<file path="src/rtl/pesc_pkg.sv">
package pesc_pkg;
  // 0x0E2 is not word-aligned, so the printed offsets are register indices.
  localparam logic [11:0] WEC_INDEX      = 12'h0E2;
  localparam logic [11:0] CS_INDEX       = 12'h0E4;
  localparam int          ADDR_W         = 14;
  localparam logic [13:0] WEC_ADDR       = 14'(WEC_INDEX * 4);
  localparam logic [13:0] CS_ADDR        = 14'(CS_INDEX * 4);
  localparam logic [15:0] WEC_RESET      = 16'h0000;
  localparam logic [15:0] WEC_SAT        = 16'hFFFF;
  localparam logic [15:0] ONE16          = 16'h0001;
  localparam int          BIT_HW_EEE     = 14;
  localparam int          BIT_TX_LPI_LH  = 13;
  localparam int          BIT_TX_LPI     = 12;
  localparam int          BIT_RX_LPI_LH  = 11;
  localparam int          BIT_RX_LPI     = 10;
  localparam int          BIT_NP_LOC_ABL = 6;
  localparam int          BIT_NP_LOC     = 5;
  localparam int          BIT_PD_FAULT   = 4;
  localparam int          BIT_LP_NP_ABL  = 3;
  localparam int          BIT_NP_ABL     = 2;
  localparam int          BIT_PAGE_RX    = 1;
  localparam int          BIT_LP_AN_ABL  = 0;
  localparam int          BIT_RSVD15     = 15;
  localparam logic [1:0]  RESP_OKAY      = 2'h0;
  localparam logic [1:0]  RESP_SLVERR    = 2'h2;
  // Wake-up limit in ns, and its cycle count at the 200 MHz clock (informative).
  localparam real         WAKE_LIMIT_NS  = 20500.0;
  localparam real         CLK_PERIOD_NS  = 5.0;
  localparam int          WAKE_LIMIT_CYC = int'(WAKE_LIMIT_NS / CLK_PERIOD_NS);
endpackage : pesc_pkg

</file>
<file path="src/rtl/pesc_regs.sv">
`timescale 1ns/1ps
module pesc_regs
  import pesc_pkg::*;
(
  // Clock and reset
  input  wire logic              mclk_in,
  input  wire logic              rst_n_in,
  // AXI4-Lite write address
  input  wire logic [ADDR_W-1:0] s_axi_awaddr_in,
  input  wire logic              s_axi_awvalid_in,
  output logic                   s_axi_awready_out,
  // AXI4-Lite write data
  input  wire logic [31:0]       s_axi_wdata_in,
  input  wire logic [3:0]        s_axi_wstrb_in,
  input  wire logic              s_axi_wvalid_in,
  output logic                   s_axi_wready_out,
  // AXI4-Lite write response
  output logic [1:0]             s_axi_bresp_out,
  output logic                   s_axi_bvalid_out,
  input  wire logic              s_axi_bready_in,
  // AXI4-Lite read address
  input  wire logic [ADDR_W-1:0] s_axi_araddr_in,
  input  wire logic              s_axi_arvalid_in,
  output logic                   s_axi_arready_out,
  // AXI4-Lite read data
  output logic [31:0]            s_axi_rdata_out,
  output logic [1:0]             s_axi_rresp_out,
  output logic                   s_axi_rvalid_out,
  input  wire logic              s_axi_rready_in,
  // Status from PHY, PCS and auto-negotiation
  input  wire logic              wake_timer_done_in,
  input  wire logic              hw_eee_enabled_in,
  input  wire logic              tx_lpi_in,
  input  wire logic              rx_lpi_in,
  input  wire logic              pd_fault_in,
  input  wire logic              partner_np_able_in,
  input  wire logic              page_received_in,
  input  wire logic              partner_an_able_in,
  // Control outputs
  output logic [1:0]             rsvd_rw_out
);
  // Write channel: address and data are captured independently, in either order.
  logic              aw_have_q, aw_have_d;
  logic [ADDR_W-1:0] aw_addr_q, aw_addr_d;
  logic              w_have_q,  w_have_d;
  logic [31:0]       w_data_q,  w_data_d;
  logic [3:0]        w_strb_q,  w_strb_d;
  logic              bvalid_q,  bvalid_d;
  logic [1:0]        bresp_q,   bresp_d;
  logic              awready_q, awready_d;
  logic              wready_q,  wready_d;
  // Read channel.
  logic              arready_q, arready_d;
  logic              rvalid_q,  rvalid_d;
  logic [31:0]       rdata_q,   rdata_d;
  logic [1:0]        rresp_q,   rresp_d;
  // Status latches and software bits.
  logic              tx_lh_q, tx_lh_d;
  logic              rx_lh_q, rx_lh_d;
  logic              pdf_q,   pdf_d;
  logic              pgr_q,   pgr_d;
  logic              rsvd15_q, rsvd15_d;
  logic [1:0]        rsvd98_q, rsvd98_d;

  logic              wr_fire;
  logic              rd_fire;
  logic              rd_wec;
  logic              rd_cs;
  logic [15:0]       wec_count;
  logic [15:0]       cs_word;

  function automatic logic addr_is(input logic [ADDR_W-1:0] a, input logic [ADDR_W-1:0] r);
    addr_is = (a == r);
  endfunction : addr_is

  pesc_wake_counter u_wake
  (
    .mclk_in   (mclk_in),
    .rst_n_in  (rst_n_in),
    .done_in   (wake_timer_done_in),
    .clear_in  (rd_wec),
    .count_out (wec_count)
  );

  always_comb
  begin
    cs_word = '0;
    cs_word[BIT_RSVD15]     = rsvd15_q;
    cs_word[BIT_HW_EEE]     = hw_eee_enabled_in;
    cs_word[BIT_TX_LPI_LH]  = tx_lh_q;
    cs_word[BIT_TX_LPI]     = tx_lpi_in;
    cs_word[BIT_RX_LPI_LH]  = rx_lh_q;
    cs_word[BIT_RX_LPI]     = rx_lpi_in;
    cs_word[9:8]            = rsvd98_q;
    cs_word[BIT_NP_LOC_ABL] = 1'b1;
    cs_word[BIT_NP_LOC]     = 1'b1;
    cs_word[BIT_PD_FAULT]   = pdf_q;
    cs_word[BIT_LP_NP_ABL]  = partner_np_able_in;
    cs_word[BIT_NP_ABL]     = 1'b1;
    cs_word[BIT_PAGE_RX]    = pgr_q;
    cs_word[BIT_LP_AN_ABL]  = partner_an_able_in;
  end

  // Write path.
  always_comb
  begin
    aw_have_d = aw_have_q;
    aw_addr_d = aw_addr_q;
    w_have_d  = w_have_q;
    w_data_d  = w_data_q;
    w_strb_d  = w_strb_q;
    bvalid_d  = bvalid_q;
    bresp_d   = bresp_q;
    if (s_axi_awvalid_in && awready_q)
    begin
      aw_have_d = 1'b1;
      aw_addr_d = s_axi_awaddr_in;
    end
    if (s_axi_wvalid_in && wready_q)
    begin
      w_have_d = 1'b1;
      w_data_d = s_axi_wdata_in;
      w_strb_d = s_axi_wstrb_in;
    end
    wr_fire = aw_have_q && w_have_q && !bvalid_q;
    if (wr_fire)
    begin
      aw_have_d = 1'b0;
      w_have_d  = 1'b0;
      bvalid_d  = 1'b1;
      bresp_d   = (addr_is(aw_addr_q, WEC_ADDR) || addr_is(aw_addr_q, CS_ADDR)) ?
                  RESP_OKAY : RESP_SLVERR;
    end
    if (bvalid_q && s_axi_bready_in)
    begin
      bvalid_d = 1'b0;
    end
    awready_d = !aw_have_d && !bvalid_d;
    wready_d  = !w_have_d && !bvalid_d;
  end

  // Read path answers one cycle after the address is taken.
  // The counter clears in the take cycle, so a wake edge in that cycle is kept, not lost.
  always_comb
  begin
    arready_d = arready_q;
    rvalid_d  = rvalid_q;
    rdata_d   = rdata_q;
    rresp_d   = rresp_q;
    rd_fire   = s_axi_arvalid_in && arready_q;
    rd_wec    = rd_fire && addr_is(s_axi_araddr_in, WEC_ADDR);
    rd_cs     = rd_fire && addr_is(s_axi_araddr_in, CS_ADDR);
    if (rd_fire)
    begin
      arready_d = 1'b0;
      rvalid_d  = 1'b1;
      rresp_d   = RESP_OKAY;
      rdata_d   = '0;
      if (rd_wec)
      begin
        rdata_d[15:0] = wec_count;
      end
      else if (rd_cs)
      begin
        rdata_d[15:0] = cs_word;
      end
      else
      begin
        rresp_d = RESP_SLVERR;
      end
    end
    if (rvalid_q && s_axi_rready_in)
    begin
      rvalid_d  = 1'b0;
      arready_d = 1'b1;
    end
    // Ready rises whenever the slot is idle, which also covers the first cycle after reset.
    if (!rvalid_q && !rd_fire)
    begin
      arready_d = 1'b1;
    end
  end

  // Status latches: a new event in the clearing cycle keeps the bit set.
  always_comb
  begin
    logic cs_wr_hi;
    // The low byte holds no writable bit, so only the upper strobe matters here.
    cs_wr_hi = wr_fire && addr_is(aw_addr_q, CS_ADDR) && w_strb_q[1];
    rsvd15_d = rsvd15_q;
    rsvd98_d = rsvd98_q;
    if (cs_wr_hi)
    begin
      rsvd15_d = w_data_q[BIT_RSVD15];
      rsvd98_d = w_data_q[9:8];
    end
    tx_lh_d = (tx_lh_q && !(cs_wr_hi && w_data_q[BIT_TX_LPI_LH])) || tx_lpi_in;
    rx_lh_d = (rx_lh_q && !(cs_wr_hi && w_data_q[BIT_RX_LPI_LH])) || rx_lpi_in;
    pdf_d = (pdf_q && !rd_cs) || pd_fault_in;
    pgr_d = (pgr_q && !rd_cs) || page_received_in;
  end

  always_ff @(posedge mclk_in or negedge rst_n_in)
  begin
    if (!rst_n_in)
    begin
      aw_have_q <= 1'b0;
      aw_addr_q <= '0;
      w_have_q  <= 1'b0;
      w_data_q  <= '0;
      w_strb_q  <= '0;
      bvalid_q  <= 1'b0;
      bresp_q   <= RESP_OKAY;
      awready_q <= 1'b0;
      wready_q  <= 1'b0;
      arready_q <= 1'b0;
      rvalid_q  <= 1'b0;
      rdata_q   <= '0;
      rresp_q   <= RESP_OKAY;
      tx_lh_q   <= 1'b0;
      rx_lh_q   <= 1'b0;
      pdf_q     <= 1'b0;
      pgr_q     <= 1'b0;
      rsvd15_q  <= 1'b1;
      rsvd98_q  <= 2'h0;
    end
    else
    begin
      aw_have_q <= aw_have_d;
      aw_addr_q <= aw_addr_d;
      w_have_q  <= w_have_d;
      w_data_q  <= w_data_d;
      w_strb_q  <= w_strb_d;
      bvalid_q  <= bvalid_d;
      bresp_q   <= bresp_d;
      awready_q <= awready_d;
      wready_q  <= wready_d;
      arready_q <= arready_d;
      rvalid_q  <= rvalid_d;
      rdata_q   <= rdata_d;
      rresp_q   <= rresp_d;
      tx_lh_q   <= tx_lh_d;
      rx_lh_q   <= rx_lh_d;
      pdf_q     <= pdf_d;
      pgr_q     <= pgr_d;
      rsvd15_q  <= rsvd15_d;
      rsvd98_q  <= rsvd98_d;
    end
  end

  assign s_axi_awready_out = awready_q;
  assign s_axi_wready_out  = wready_q;
  assign s_axi_bvalid_out  = bvalid_q;
  assign s_axi_bresp_out   = bresp_q;
  assign s_axi_arready_out = arready_q;
  assign s_axi_rvalid_out  = rvalid_q;
  assign s_axi_rdata_out   = rdata_q;
  assign s_axi_rresp_out   = rresp_q;
  assign rsvd_rw_out       = rsvd98_q;

  chk_txlh_holds : assert property (@(posedge mclk_in) disable iff (!rst_n_in)
    (tx_lh_q && !(wr_fire && addr_is(aw_addr_q, CS_ADDR) && w_strb_q[1])) |=> tx_lh_q)
    else $error("tx lpi latch dropped");
  chk_txlh_sets : assert property (@(posedge mclk_in) disable iff (!rst_n_in)
    tx_lpi_in |=> tx_lh_q)
    else $error("tx lpi latch not set");
  chk_rxlh_sets : assert property (@(posedge mclk_in) disable iff (!rst_n_in)
    rx_lpi_in |=> rx_lh_q)
    else $error("rx lpi latch not set");
  chk_pdf_clear : assert property (@(posedge mclk_in) disable iff (!rst_n_in)
    (rd_cs && !pd_fault_in) |=> !pdf_q)
    else $error("fault not cleared by read");
  chk_page_latch : assert property (@(posedge mclk_in) disable iff (!rst_n_in)
    page_received_in |=> pgr_q)
    else $error("page latch not set");
  chk_page_clear : assert property (@(posedge mclk_in) disable iff (!rst_n_in)
    (rd_cs && !page_received_in) |=> !pgr_q)
    else $error("page latch not cleared by read");
  chk_wec_read : assert property (@(posedge mclk_in) disable iff (!rst_n_in)
    (rd_wec && !wake_timer_done_in) |=> wec_count == WEC_RESET)
    else $error("counter not cleared by read");
  chk_const_bits : assert property (@(posedge mclk_in) disable iff (!rst_n_in)
    rd_cs |=> rdata_q[BIT_NP_LOC_ABL] && rdata_q[BIT_NP_LOC] && rdata_q[BIT_NP_ABL])
    else $error("constant bits wrong");
  chk_rvalid_time : assert property (@(posedge mclk_in) disable iff (!rst_n_in)
    rd_fire |=> rvalid_q)
    else $error("read answer late");
  chk_rxlh_holds : assert property (@(posedge mclk_in) disable iff (!rst_n_in)
    (rx_lh_q && !(wr_fire && addr_is(aw_addr_q, CS_ADDR) && w_strb_q[1])) |=> rx_lh_q)
    else $error("rx lpi latch dropped");
  chk_pdf_sets : assert property (@(posedge mclk_in) disable iff (!rst_n_in)
    pd_fault_in |=> pdf_q)
    else $error("fault latch not set");
  chk_bvalid_stands : assert property (@(posedge mclk_in) disable iff (!rst_n_in)
    (bvalid_q && !s_axi_bready_in) |=> bvalid_q)
    else $error("write response dropped early");
  chk_rvalid_stands : assert property (@(posedge mclk_in) disable iff (!rst_n_in)
    (rvalid_q && !s_axi_rready_in) |=> rvalid_q && $stable(rdata_q))
    else $error("read answer dropped or changed");
  chk_aw_single : assert property (@(posedge mclk_in) disable iff (!rst_n_in)
    aw_have_q |-> !awready_q)
    else $error("second write address accepted");
  chk_ar_single : assert property (@(posedge mclk_in) disable iff (!rst_n_in)
    rvalid_q |-> !arready_q)
    else $error("second read address accepted");
  cov_write : cover property (@(posedge mclk_in) disable iff (!rst_n_in) wr_fire);
  cov_read_cs : cover property (@(posedge mclk_in) disable iff (!rst_n_in) rd_cs);
  cov_read_wec : cover property (@(posedge mclk_in) disable iff (!rst_n_in) rd_wec);
  cov_sat : cover property (@(posedge mclk_in) disable iff (!rst_n_in) wec_count == WEC_SAT);
  cov_both_lh : cover property (@(posedge mclk_in) disable iff (!rst_n_in) tx_lh_q && rx_lh_q);
endmodule : pesc_regs

</file>
<file path="src/rtl/pesc_wake_counter.sv">
`timescale 1ns/1ps
module pesc_wake_counter
  import pesc_pkg::*;
(
  // Clock and reset
  input  wire logic        mclk_in,
  input  wire logic        rst_n_in,
  // Event and clear
  input  wire logic        done_in,
  input  wire logic        clear_in,
  // Count
  output logic [15:0]      count_out
);
  logic        done_q;
  logic        done_d;
  logic [15:0] count_q;
  logic [15:0] count_d;
  logic        rise;

  always_comb
  begin
    done_d = done_in;
    rise = done_in & ~done_q;
    count_d = count_q;
    if (clear_in)
    begin
      count_d = WEC_RESET;
    end
    if (rise && (count_d != WEC_SAT))
    begin
      count_d = count_d + ONE16;
    end
  end

  always_ff @(posedge mclk_in or negedge rst_n_in)
  begin
    if (!rst_n_in)
    begin
      done_q  <= 1'b0;
      count_q <= WEC_RESET;
    end
    else
    begin
      done_q  <= done_d;
      count_q <= count_d;
    end
  end

  assign count_out = count_q;

  chk_count_saturate : assert property (@(posedge mclk_in) disable iff (!rst_n_in)
    (count_q == WEC_SAT && !clear_in) |=> count_q == WEC_SAT)
    else $error("wake counter wrapped");
  chk_count_step : assert property (@(posedge mclk_in) disable iff (!rst_n_in)
    (rise && !clear_in && count_q != WEC_SAT) |=> count_q == $past(count_q) + ONE16)
    else $error("wake counter missed an edge");
endmodule : pesc_wake_counter

</file>
<file path="config.mk">
export PLATFORM = sky130hd
export DESIGN_NAME = pesc_regs
export DESIGN_NICKNAME = d
export VERILOG_FILES = /design/src/rtl/pesc_pkg.sv /design/src/rtl/pesc_regs.sv /design/src/rtl/pesc_wake_counter.sv
export SDC_FILE = /design/constraint.sdc
export NUM_CORES = 1
export LEC_CHECK = 0
export BUFFER_PORTS_ARGS = -buffer_cell sky130_fd_sc_hd__buf_4
export CORE_UTILIZATION = 40
export CTS_CLUSTER_SIZE = 25
export DETAILED_ROUTE_END_ITERATION = 6
export PLACE_DENSITY = 0.68
export SKIP_LAST_GASP = 1
export SLEW_MARGIN = 10
export SYNTH_ARGS = -nofsm -noshare
export SYNTH_HDL_FRONTEND = slang
export SYNTH_SLANG_ARGS = --single-unit
</file>
<file path="constraint.sdc">
create_clock -name mclk_in -period 3.3 [get_ports mclk_in]
set_clock_uncertainty 0.05 [all_clocks]
set_input_delay 0.165 -clock mclk_in [delete_from_list [all_inputs] [get_ports mclk_in]]
set_output_delay 0.165 -clock mclk_in [all_outputs]
set_load 0.005 [all_outputs]
</file>
Yosys cells after proc, flatten, opt, wreduce, memory -nomap -nowiden --
Cells that the tools add are included.
Operators by class: add/subtract/negate cells 1, equality and inequality tests 5, multiplexer cells 18, bitwise logic cells 2, reduce and logical (&&, ||, !) cells 37
Operator list (number):
- $mux W16 | 4
- $eq A14 B10 Y1 const B | 4
- $logic_and A1 B1 Y1 | 21
- $add A16 B1 Y16 const B | 1
- $ne A16 B16 Y1 const B | 1
- $mux W1 | 11
- $logic_not A1 Y1 | 9
- $mux W2 | 3
- $logic_or A1 B1 Y1 | 5
- $reduce_bool A3 Y1 | 1
- $reduce_bool A2 Y1 | 1
- $and A1 B1 Y1 | 1
- $not A1 Y1 | 1
Storage, ports and cells: register bits after elaboration 83, input port bits 79, output and inout port bits 43, logic and storage cells 84

Longest topological paths before layout --
Gate-level depths: netlist of the first run.
depth in word-level cells 8, depth in mapped cells 5, mapped depth without buffers 4

Hierarchy --
A second synthesis of the first run with hierarchy kept.
Second synthesis, totals: cells, all modules 269, area total of the unflattened synthesis 3251.9 µm²
Modules (own cells, without submodules):
- pesc_regs | instances 1, cells an instance 177, area an instance 2339.7 µm², seq. area each 1302.5 µm²
- pesc_wake_counter | instances 1, cells an instance 92, area an instance 912.1 µm², seq. area each 425.4 µm²

Least setup slack after synthesis of the first run --
No wires, ideal clock.
path type reg-to-reg, from reg u_wake.done_q, to reg u_wake.count_q[13] (netlist: u_wake.count_out[13]), setup time 0.134 ns, arrival 1.542 ns, required time 3.116 ns, slack 1.573 ns, cell stages (with the launch flop) 6, path through dfrtp_1 -> nand3b_1 -> or4_1 -> buf_2 -> o311ai_2 -> o41ai_1
Between the ends: longest elaborated chain between the ends 4
RTL lines:
- from (decl) | RTL line pesc_wake_counter.sv:14 | logic done_q;
- from (signal assigned) | RTL line pesc_wake_counter.sv:44 | done_q <= done_d;
- $not A1 Y1 | RTL line pesc_wake_counter.sv:23 | rise = done_in & ~done_q;
- $and A1 B1 Y1 | RTL line pesc_wake_counter.sv:23
- $logic_and A1 B1 Y1 | RTL line pesc_wake_counter.sv:29 | if (rise && (count_d != WEC_SAT))
- $mux W16 | RTL line pesc_wake_counter.sv:29
- net u_wake.count_d[13] | RTL line pesc_wake_counter.sv:17 | logic [15:0] count_d;
- to (signal assigned) | RTL line pesc_wake_counter.sv:45 | count_q <= count_d;
- to (decl) | RTL line pesc_wake_counter.sv:16 | logic [15:0] count_q;
The timed path passes the listed nets, and every way through them passes these cells. A chain may end at the register's enable or synchronous reset.

Worst setup path after layout of the first run --
from reg u_wake.count_q[4] (netlist: u_wake.count_out[4]), to reg u_wake.count_q[13] (netlist: u_wake.count_out[13])
Between the ends: longest elaborated chain between the ends 4
RTL lines:
- $mux W16 * | RTL line pesc_wake_counter.sv:25 | if (clear_in)
- branches (longest 2 deep; another with $add A16 B1 Y16)
- $mux W16 * | RTL line pesc_wake_counter.sv:29
- net u_wake.count_d[13] | RTL line pesc_wake_counter.sv:17
Mark *: on every way through the listed nets, which the timed path passes.

==> results of run 1 <==
==> flip-flops by register name, indices dropped and copies added (netlist names), 2 cells and up <==
register,cells
w_data_q,5
aw_addr_q,14
u_wake.count_out,16
s_axi_rdata_out,16
rsvd_rw_out,2
==> Yosys cell counts (3+ instances only) <==
cell type,instances
a21oi_1,8
a221o_1,15
a31oi_1,3
and2_1,12
buf_2,4
buf_4,19
clkbuf_1,3
dfrtp_1,68
inv_1,9
mux2_2,23
nand2_1,8
nand3_1,3
nand4_1,5
nor2_1,12
nor2b_1,3
nor3_1,3
o21ai_0,8
o311ai_0,4
o31ai_1,3
o41ai_1,5
or3_1,4
==> repair_timing <==
| item | CTS | global route |
|---|---|---|
| hold endpoints to repair | 87 | 1 |
| gates resized for setup | 0 | 0 |
| hold buffers | 20 | 1 |
==> cell type report <==
| class | count | area, um^2 |
|---|---|---|
| Fill cell | 635 | 3290 |
| Tap cell | 99 | 124 |
| Clock inverter | 1 | 30.0 |
| Sequential cell | 69 | 1730 |
| Timing Repair Buffer | 95 | 766 |
| Inverter | 9 | 33.8 |
| Clock buffer | 13 | 169 |
| Multi-Input combinational cell | 173 | 1270 |
==> stage by stage <==
stage | setup slack (ns) | cells | hold slack, ns | power, mW
floorplan | 1.57 | 278 | -0.181 | 1.50
global placement | 1.35 | 424 | 0.265 | 1.65
detailed placement | 1.33 | 424 | 0.265 | 1.68
CTS | 1.36 | 458 | 0.000390 | 2.40
global route | 1.04 | 459 | 0.000822 | 2.53
finish | 1.37 | 459 | 0.00983 | 2.39
==> path summary, 6_finish.rpt <==
check | endpoint | slack [ns] | cells after the start
max | u_wake.count_out[13] | 1.37 | 4
max reg2reg | u_wake.count_out[13] | 1.37 | 4
min reg2reg | rx_lh_q | 0.41 | 1
min in group asynchronous | s_axi_rdata_out[5] | 0.41 | 2
max in group asynchronous | aw_addr_q[12] | 2.21 | 2
min | aw_addr_q[12] | 0.01 | 2
==> worst max-delay path, delay by kind of cell, from the launching register on <==
kind	cells	cell delay, ns
AND/OR/NAND/NOR	2	0.87
AO/OA/AOI/OAI	2	0.41
flip-flops	1	0.46
==> routing by layer <==
layer	vias to the layer above	track usage, %	share of wire, %
li1	1134	-	-
met2	90	30.2	48
met3	9	6.31	6.4
met1	1182	24.0	45
met5	-	0	0
met4	0	5.11	0.99
==> logic make-up (layout without fill, tap and decap cells) <==
logic type / count (synthesis) / count (layout) / share of synthesized area (%)
xor+xnor: 2 / 2 / 0.557
other cells: 1 / 18 / 0.119
flops: 69 / 69 / 55.0
compound gates: 55 / 55 / 13.8
simple gates: 74 / 74 / 15.2
mux: 24 / 24 / 8.56
buf+inv: 36 / 118 / 6.73
==> layout by cell type (no fill, tap or decap), types with 4 or more instances in the layout <==
cell type	netlist	layout
dfrtp_1	68	68
clkbuf_8	0	12
dlygate4sd3_1	0	21
o311ai_0	4	4
and2_1	12	12
or3_1	4	4
o41ai_1	5	5
mux2_2	23	23
nand2_1	8	8
a21oi_1	8	8
nand4_1	5	5
a221o_1	15	15
o21ai_0	8	8
buf_4	19	74
conb_1	1	18
nor2_1	12	12
inv_1	9	9
==> where the power goes <==
part / internal (mW) / switching, mW
clock network: 0.403 / 0.294
logic: 0.289 / 0.195
registers: 1.05 / 0.154
==> flow_metrics.env, run 1 <==
export IMPL_outcome="finished, final reports clean"
export IMPL_htreeDepth=3
export IMPL_endpoint_kind="flip-flop"
export IMPL_worst_slew_pin_transition_ns=0.855
export IMPL_via_per_inst=5.26
export IMPL_postCtsSetupBuffers=0
export IMPL_finalSetupViolations=0
export IMPL_syn_cell_area_um2=3140
export IMPL_cp_slowest_cell="or4_1"
export IMPL_io_pins=122
export IMPL_cts_tree="yes"
export IMPL_fmax_mhz=519
export IMPL_max_stage_delay_ns=0.60
export IMPL_synth_ff_type="dfrtp_1"
export IMPL_synth_top_cell_area_share_pct=54.1
export IMPL_finalSetupTns_ns=0
export IMPL_ys_seq_area_share_pct=55.0
export IMPL_final_antenna_net_count=0
export IMPL_hold_class="in -> reg"
export IMPL_grt_pass1_vias=2479
export IMPL_dp_hpwl_mm=4.69
export IMPL_maxCapViolations=0
export IMPL_drive_gt1_share_pct=33.9
export IMPL_cp_arrival_ns=2.08
export IMPL_postLayoutCoreUtil_pct=55.6
export IMPL_grt_usage_pct=18.7
export IMPL_path_class="reg -> reg"
export IMPL_clock_path_buffers=2
export IMPL_power_density_nw_per_um2=580
export IMPL_clk_pin_slew_ns=0.07
export IMPL_hold_viol=0
export IMPL_syn_inst=261
export IMPL_irDropWorstVdd_mv=0.514
export IMPL_die_y_um=90.6
export IMPL_fp_dieW_um=90.6
export IMPL_critPathLaunchType="flip-flop"
export IMPL_synth_seq_cells=69
export IMPL_avgSynthCellArea_um2=12.0
export IMPL_post_drt_wl_per_cell_um=15.5
export IMPL_rsz0062_at_grt="false"
export IMPL_cellLeakagePower_nw=1.91
export IMPL_ys_types=53
export IMPL_drt_initial_drc_count=115
export IMPL_clock_root_buffer="clkbuf_8"
export IMPL_placed_cell_area_um2=3710
export IMPL_antenna_cells=0
export IMPL_cp_data_required_time_ns=3.45
export IMPL_die_area_um2=8220
export IMPL_vias=2415
export IMPL_nets=436
export IMPL_firstDrtPassIters=4
export IMPL_ys_async_sr_fraction_pct=100
export IMPL_syn2layout_area_growth_pct=31.0
export IMPL_grt_antenna_before_repair=0
export IMPL_cts_buffers=9
export IMPL_synth_warnings=0
export IMPL_postLayoutCellArea_um2=4120
export IMPL_hold_start="s_axi_awaddr_in[12]"
export IMPL_num_rows=31
export IMPL_r2r_start="u_wake.count_out[4]"
export IMPL_synth_edff_count=0
export IMPL_finalCritPeriodShare_pct=58.4
export IMPL_insertion_delay_ns=0.34
export IMPL_port_buffers=73
export IMPL_gp_congestion=0.784
export IMPL_coreArea_um2=7410
export IMPL_grt_pass1_wl_mm=12.2
export IMPL_crit_path_start="u_wake.count_out[4]"
export IMPL_period_minus_slack_ns=1.93
export IMPL_drc=0
export IMPL_grt_max_degree=70
export IMPL_cts_sinks=69
export IMPL_yosys_area_top_type="dfrtp_1"
export IMPL_grt_ovfl_total=0
export IMPL_synth_area_leaders="dfrtp_1 (54%), mux2_2 (8.2%), a221o_1 (4.8%)"
export IMPL_path_cells="nand4_1, or4_1, o311ai_2, o41ai_1"
export IMPL_crit_fanout=7
export IMPL_slew_viol_final=0
export IMPL_start_util_pct=42.4
export IMPL_drt_total_wl_mm=7.10
export IMPL_relSlewSlack_pct=43.0
(Power assumes the default switching activity.)
==> inputs of run 2 (changes only) <==
PLACE_DENSITY = 0.7   (was 0.68)
clock period = 1.7 ns   (was 3.3 ns; I/O delays follow)
==> run 2 against run 1 <==
Net effect: the flow now finishes with violations (setup timing); fmax is 8.0% higher; count of clock-buffer cells in the layout grew 1; power grew 95%; via count rose by 7.5%; routed wire length rose by 6.6%; sequential share of layout area decreased by 4.3 points; combinational power is 150% higher; cell count rose by 10%; design area is 11% higher; sequential power up 88%; global-route usage is 0.93 points higher; hold slack better by 0.15 ns; highest routed layer unchanged.
==> flow_metrics.env, run 2 (same netlist as run 1, synthesis figures left out) <==
export IMPL_outcome="finished with violations"
export IMPL_insertion_delay_ns=0.33
export IMPL_die_y_um=90.6
export IMPL_p_int_mw=3.37
export IMPL_mostFrequentLayoutCells="buf_4 (103), dfrtp_1 (68), dlygate4sd3_1 (34)"
export IMPL_power_mw=4.66
export IMPL_pre_cts_ws_ns=-0.148
export IMPL_port_buffers=73
export IMPL_crit_fanout=5
export IMPL_num_rows=31
export IMPL_setup_slack_ns=-0.0836
export IMPL_violations="setup timing"
export IMPL_dp_hpwl_mm=5.03
export IMPL_cts_tree="yes"
export IMPL_htreeDepth=3
export IMPL_grt_antenna_before_repair=0
export IMPL_coreArea_um2=7410
export IMPL_clock_root_buffer="clkbuf_8"
export IMPL_placed_cell_area_um2=3960
export IMPL_hold_viol=0
export IMPL_endpoint_kind="flip-flop"
export IMPL_p_seq_share_pct=48.9
export IMPL_fp_dieW_um=90.6
export IMPL_clock_path_buffers=2
export IMPL_finalSetupTns_ns=-0.320
export IMPL_via_per_inst=5.13
export IMPL_finalCritPeriodShare_pct=105
export IMPL_firstDrtPassIters=4
export IMPL_grt_pass1_wl_mm=12.8
export IMPL_dp_cells=453
export IMPL_mostFrequentLayoutCell="buf_4"
export IMPL_path_class="reg -> reg"
export IMPL_die_area_um2=8220
export IMPL_drive_gt1_share_pct=41.0
export IMPL_final_fill_count=594
export IMPL_slew_viol_final=0
export IMPL_hold_class="in -> reg"
export IMPL_maxCapViolations=0
export IMPL_fmax_mhz=561
export IMPL_clk_pin_slew_ns=0.07
export IMPL_rsz0062_at_grt="true"
export IMPL_drt_total_wl_mm=7.57
export IMPL_grt_ovfl_total=0
export IMPL_syn2layout_area_growth_pct=45.9
export IMPL_critPathLaunchType="flip-flop"
export IMPL_irDropWorstVdd_mv=0.661
export IMPL_grt_pass1_vias=2766
export IMPL_clockPowerShare_pct=25.2
export IMPL_finalSetupViolations=7
export IMPL_vias=2597
export IMPL_cp_arrival_ns=1.99
export IMPL_cts_sinks=69
export IMPL_cellLeakagePower_nw=2.15
export IMPL_io_pins=122
export IMPL_gp_congestion=0.857
export IMPL_p_sw_share_pct=27.8
export IMPL_drt_initial_drc_count=132
export IMPL_postLayoutCellArea_um2=4590
export IMPL_antenna_cells=0
export IMPL_start_util_pct=42.4
export IMPL_nets=481
export IMPL_period_minus_slack_ns=1.78
export IMPL_comb_power_share_pct=25.9
export IMPL_layout_cells_non_filler=506
export IMPL_postLayoutCoreUtil_pct=61.9
export IMPL_power_density_nw_per_um2=1020
export IMPL_post_drt_wl_per_cell_um=15.0
export IMPL_cts_buffers=9
export IMPL_grt_max_degree=41
export IMPL_p_switching_mw=1.29
export IMPL_drc=0
export IMPL_grt_usage_pct=19.7
export IMPL_hold_slack_ns=0.161
export IMPL_cp_data_required_time_ns=1.91
export IMPL_final_antenna_net_count=0
-- run 2: area by class of cell --
cell class | instances | area [um^2] | share of cell area [%]
clock buffers | 14 | 163 | 3.55
clock inverters | 2 | 10.0 | 0.218
inverters | 9 | 33.8 | 0.736
multi-input cells | 173 | 1360 | 29.5
flip-flops and latches | 69 | 1730 | 37.7
well taps | 99 | 124 | 2.70
repair buffers | 140 | 1170 | 25.6
-- run 2: timing repair --
action / CTS / global route
gates resized for setup: 6 / 15
buffers inserted: 2 / 1
setup endpoints to repair: 6 / 13
endpoints found under the hold margin: 64 / 0
pin swaps: 3 / 3
hold buffers: 34 / 0
-- run 2: power by group through the flow --
| stage | registers [mW] | clock network (mW) | logic, mW |
|---|---|---|---|
| CTS | 2.27 | 1.21 | 1.20 |
| detailed placement | 2.30 | 0 | 1.13 |
| global placement | 2.27 | 0 | 1.09 |
| finish | 2.28 | 1.17 | 1.21 |
| floorplan | 2.28 | 0 | 0.628 |
| global route | 2.33 | 1.29 | 1.34 |
-- run 2: worst paths after layout --
check / start / endpoint / slack, ns / cells past startpoint
max in group asynchronous: rst_n_in / rsvd15_q / 0.80 / 3
worst min-delay path: s_axi_araddr_in[3] / pgr_q / 0.16 / 4
worst max register to register: u_wake.done_q / u_wake.count_out[14] / -0.08 / 4
worst min register to register: w_data_q[11] / rx_lh_q / 0.41 / 1
worst max-delay path: u_wake.done_q / u_wake.count_out[14] / -0.08 / 4
min in group asynchronous: rst_n_in / s_axi_rdata_out[5] / 0.18 / 2
-- run 2: metal layers --
| metal | share of wire [%] | GRT usage (%) | vias up |
|---|---|---|---|
| li1 | - | - | 1231 |
| met1 | 42 | 23.9 | 1265 |
| met3 | 5.0 | 4.46 | 8 |
| met5 | 0 | 0 | - |
| met4 | 1.0 | 7.12 | 0 |
| met2 | 52 | 34.0 | 93 |
-- run 2: worst max-delay path: stages, from the launching register on --
cell and delay, ns:
dfrtp_1 0.37, nand3b_1 0.27, or4_4 0.57, or3_4 0.34
a21oi_2 0.12
==> inputs of run 3 (changes only) <==
PLACE_DENSITY = 0.68   (was 0.7)
clock period = 1.9 ns   (was 1.7 ns; I/O delays follow)
==> run 3 against run 2 <==
Net effect: the run now ends clean; critical path depth unchanged; register-to-register slack better by 0.18 ns; setup slack better by 0.18 ns; die area unchanged; largest power group unchanged.
==> flow_metrics.env, run 3 (same netlist as run 1, synthesis figures left out) <==
export IMPL_via_per_inst=5.15
export IMPL_cts_sinks=69
export IMPL_coreArea_um2=7410
export IMPL_ff_latch_area_um2=1730
export IMPL_cts_buffers=9
export IMPL_mostFrequentLayoutCells="buf_4 (92), dfrtp_1 (68), dlygate4sd3_1 (34)"
export IMPL_grt_antenna_before_repair=0
export IMPL_cp_arrival_ns=1.98
export IMPL_cellLeakagePower_nw=2.07
export IMPL_finalSetupViolations=0
export IMPL_gp_congestion=0.813
export IMPL_maxCapViolations=0
export IMPL_grt_ovfl_total=0
export IMPL_p_int_mw=3.10
export IMPL_firstDrtPassIters=4
export IMPL_grt_use_met1_pct=23.3
export IMPL_drt_total_wl_mm=7.27
export IMPL_worst_slew_pin_transition_ns=0.563
export IMPL_hold_class="in -> reg"
export IMPL_antenna_cells=0
export IMPL_clockPowerShare_pct=28.6
export IMPL_grt_pass1_vias=2653
export IMPL_finalCritPeriodShare_pct=95.1
export IMPL_postLayoutCoreUtil_pct=59.6
export IMPL_comb_power_share_pct=24.0
export IMPL_final_antenna_net_count=0
export IMPL_post_drt_wl_per_cell_um=14.7
export IMPL_cp_data_required_time_ns=2.07
export IMPL_slew_viol_final=0
export IMPL_syn2layout_area_growth_pct=40.6
export IMPL_layout_cells_non_filler=493
export IMPL_rsz0062_at_grt="false"
export IMPL_grt_usage_pct=19.1
export IMPL_start_util_pct=42.4
export IMPL_power_density_nw_per_um2=971
export IMPL_cts_tree="yes"
export IMPL_drc=0
export IMPL_grt_max_degree=40
export IMPL_busiest_layer="met2"
export IMPL_io_pins=122
export IMPL_mostFrequentLayoutCell="buf_4"
export IMPL_placed_cell_area_um2=3860
export IMPL_relSlewSlack_pct=62.4
export IMPL_fmax_mhz=553
export IMPL_use_met2_pct=32.5
export IMPL_clock_path_buffers=2
export IMPL_crit_fanout=6
export IMPL_vias=2537
export IMPL_port_buffers=73
export IMPL_p_switching_mw=1.18
export IMPL_postLayoutCellArea_um2=4420
export IMPL_insertion_delay_ns=0.35
export IMPL_hold_viol=0
export IMPL_finalSetupTns_ns=0
export IMPL_num_rows=31
export IMPL_critPathLaunchType="flip-flop"
export IMPL_clk_pin_slew_ns=0.08
export IMPL_dp_hpwl_mm=5.02
export IMPL_die_area_um2=8220
export IMPL_fp_dieW_um=90.6
export IMPL_die_y_um=90.6
export IMPL_endpoint_kind="flip-flop"
export IMPL_use_met3_pct=5.47
export IMPL_nets=468
export IMPL_p_seq_share_pct=47.4
export IMPL_drive_gt1_share_pct=36.8
export IMPL_irDropWorstVdd_mv=0.841
export IMPL_clock_root_buffer="clkbuf_8"
export IMPL_period_minus_slack_ns=1.81
export IMPL_drt_initial_drc_count=116
export IMPL_r2r_setup_slack_ns=0.09
export IMPL_dp_cells=443
export IMPL_postCtsSetupBuffers=0
export IMPL_p_sw_share_pct=27.6
export IMPL_htreeDepth=3
export IMPL_grt_pass1_wl_mm=12.3
export IMPL_outcome="finished, final reports clean"
export IMPL_path_class="reg -> reg"
export IMPL_multiInputGateArea_um2=1270
export IMPL_final_fill_count=621
==> run 3: timing repair <==
| action | in CTS | in global routing |
|---|---|---|
| setup endpoints to repair | 0 | 2 |
| gates resized for setup | 0 | 2 |
| endpoints found under the hold margin | 65 | 0 |
| hold buffers | 34 | 0 |
==> run 3: final cells by class <==
type | instances | area share [%]
clock buffer | 11 | 3.43
clock inverter | 5 | 1.33
inverter | 9 | 0.765
multi-input combinational | 173 | 28.8
sequential | 69 | 39.1
tap | 99 | 2.80
timing repair buffer | 127 | 23.8
==> run 3: through the flow <==
step | worst slack, ns | total power [mW] | hold slack [ns]
2_1_floorplan | 0.173 | 2.60 | -0.251
3_3_place_gp | 0.0917 | 2.97 | 0.0154
3_5_place_dp | 0.0486 | 3.02 | 0.00924
4_1_cts | 0.0323 | 4.32 | 0.151
5_1_grt | 0.0217 | 4.54 | 0.160
6_report | 0.0930 | 4.29 | 0.162
==> run 3: power by group through the flow <==
stage          Clock, mW  Sequential [mW]  Combinational (mW)
6_report            1.23             2.03                1.03
3_5_place_dp           0             2.05               0.971
4_1_cts             1.26             2.03                1.03
3_3_place_gp           0             2.04               0.928
5_1_grt             1.33             2.07                1.14
2_1_floorplan          0             2.04               0.562
==> run 3: worst max-delay path, cell delays in order (launching register included) <==
cell	delay [ns]
dfrtp_1	0.39
nand3b_1	0.23
or4_4	0.62
o311ai_2	0.28
o41ai_1	0.11
==> run 3: layer usage <==
layer  up-vias  routed length, um
li1       1195                  -
met1      1240               3200
met2        92               3530
met3        10                461
met4         0                 79
met5         -                  0
==> run 3: final timing paths <==
| path | start | to | cells after the start |
|---|---|---|---|
| hold reg to reg | w_data_q[11] | rx_lh_q | 1 |
| setup reg to reg | u_wake.done_q | u_wake.count_out[13] | 4 |
| min in group asynchronous | rst_n_in | s_axi_rdata_out[7] | 2 |
| max in group asynchronous | rst_n_in | rsvd15_q | 3 |
| hold / removal | s_axi_araddr_in[3] | s_axi_rdata_out[4] | 3 |
| setup / recovery | u_wake.done_q | u_wake.count_out[13] | 4 |
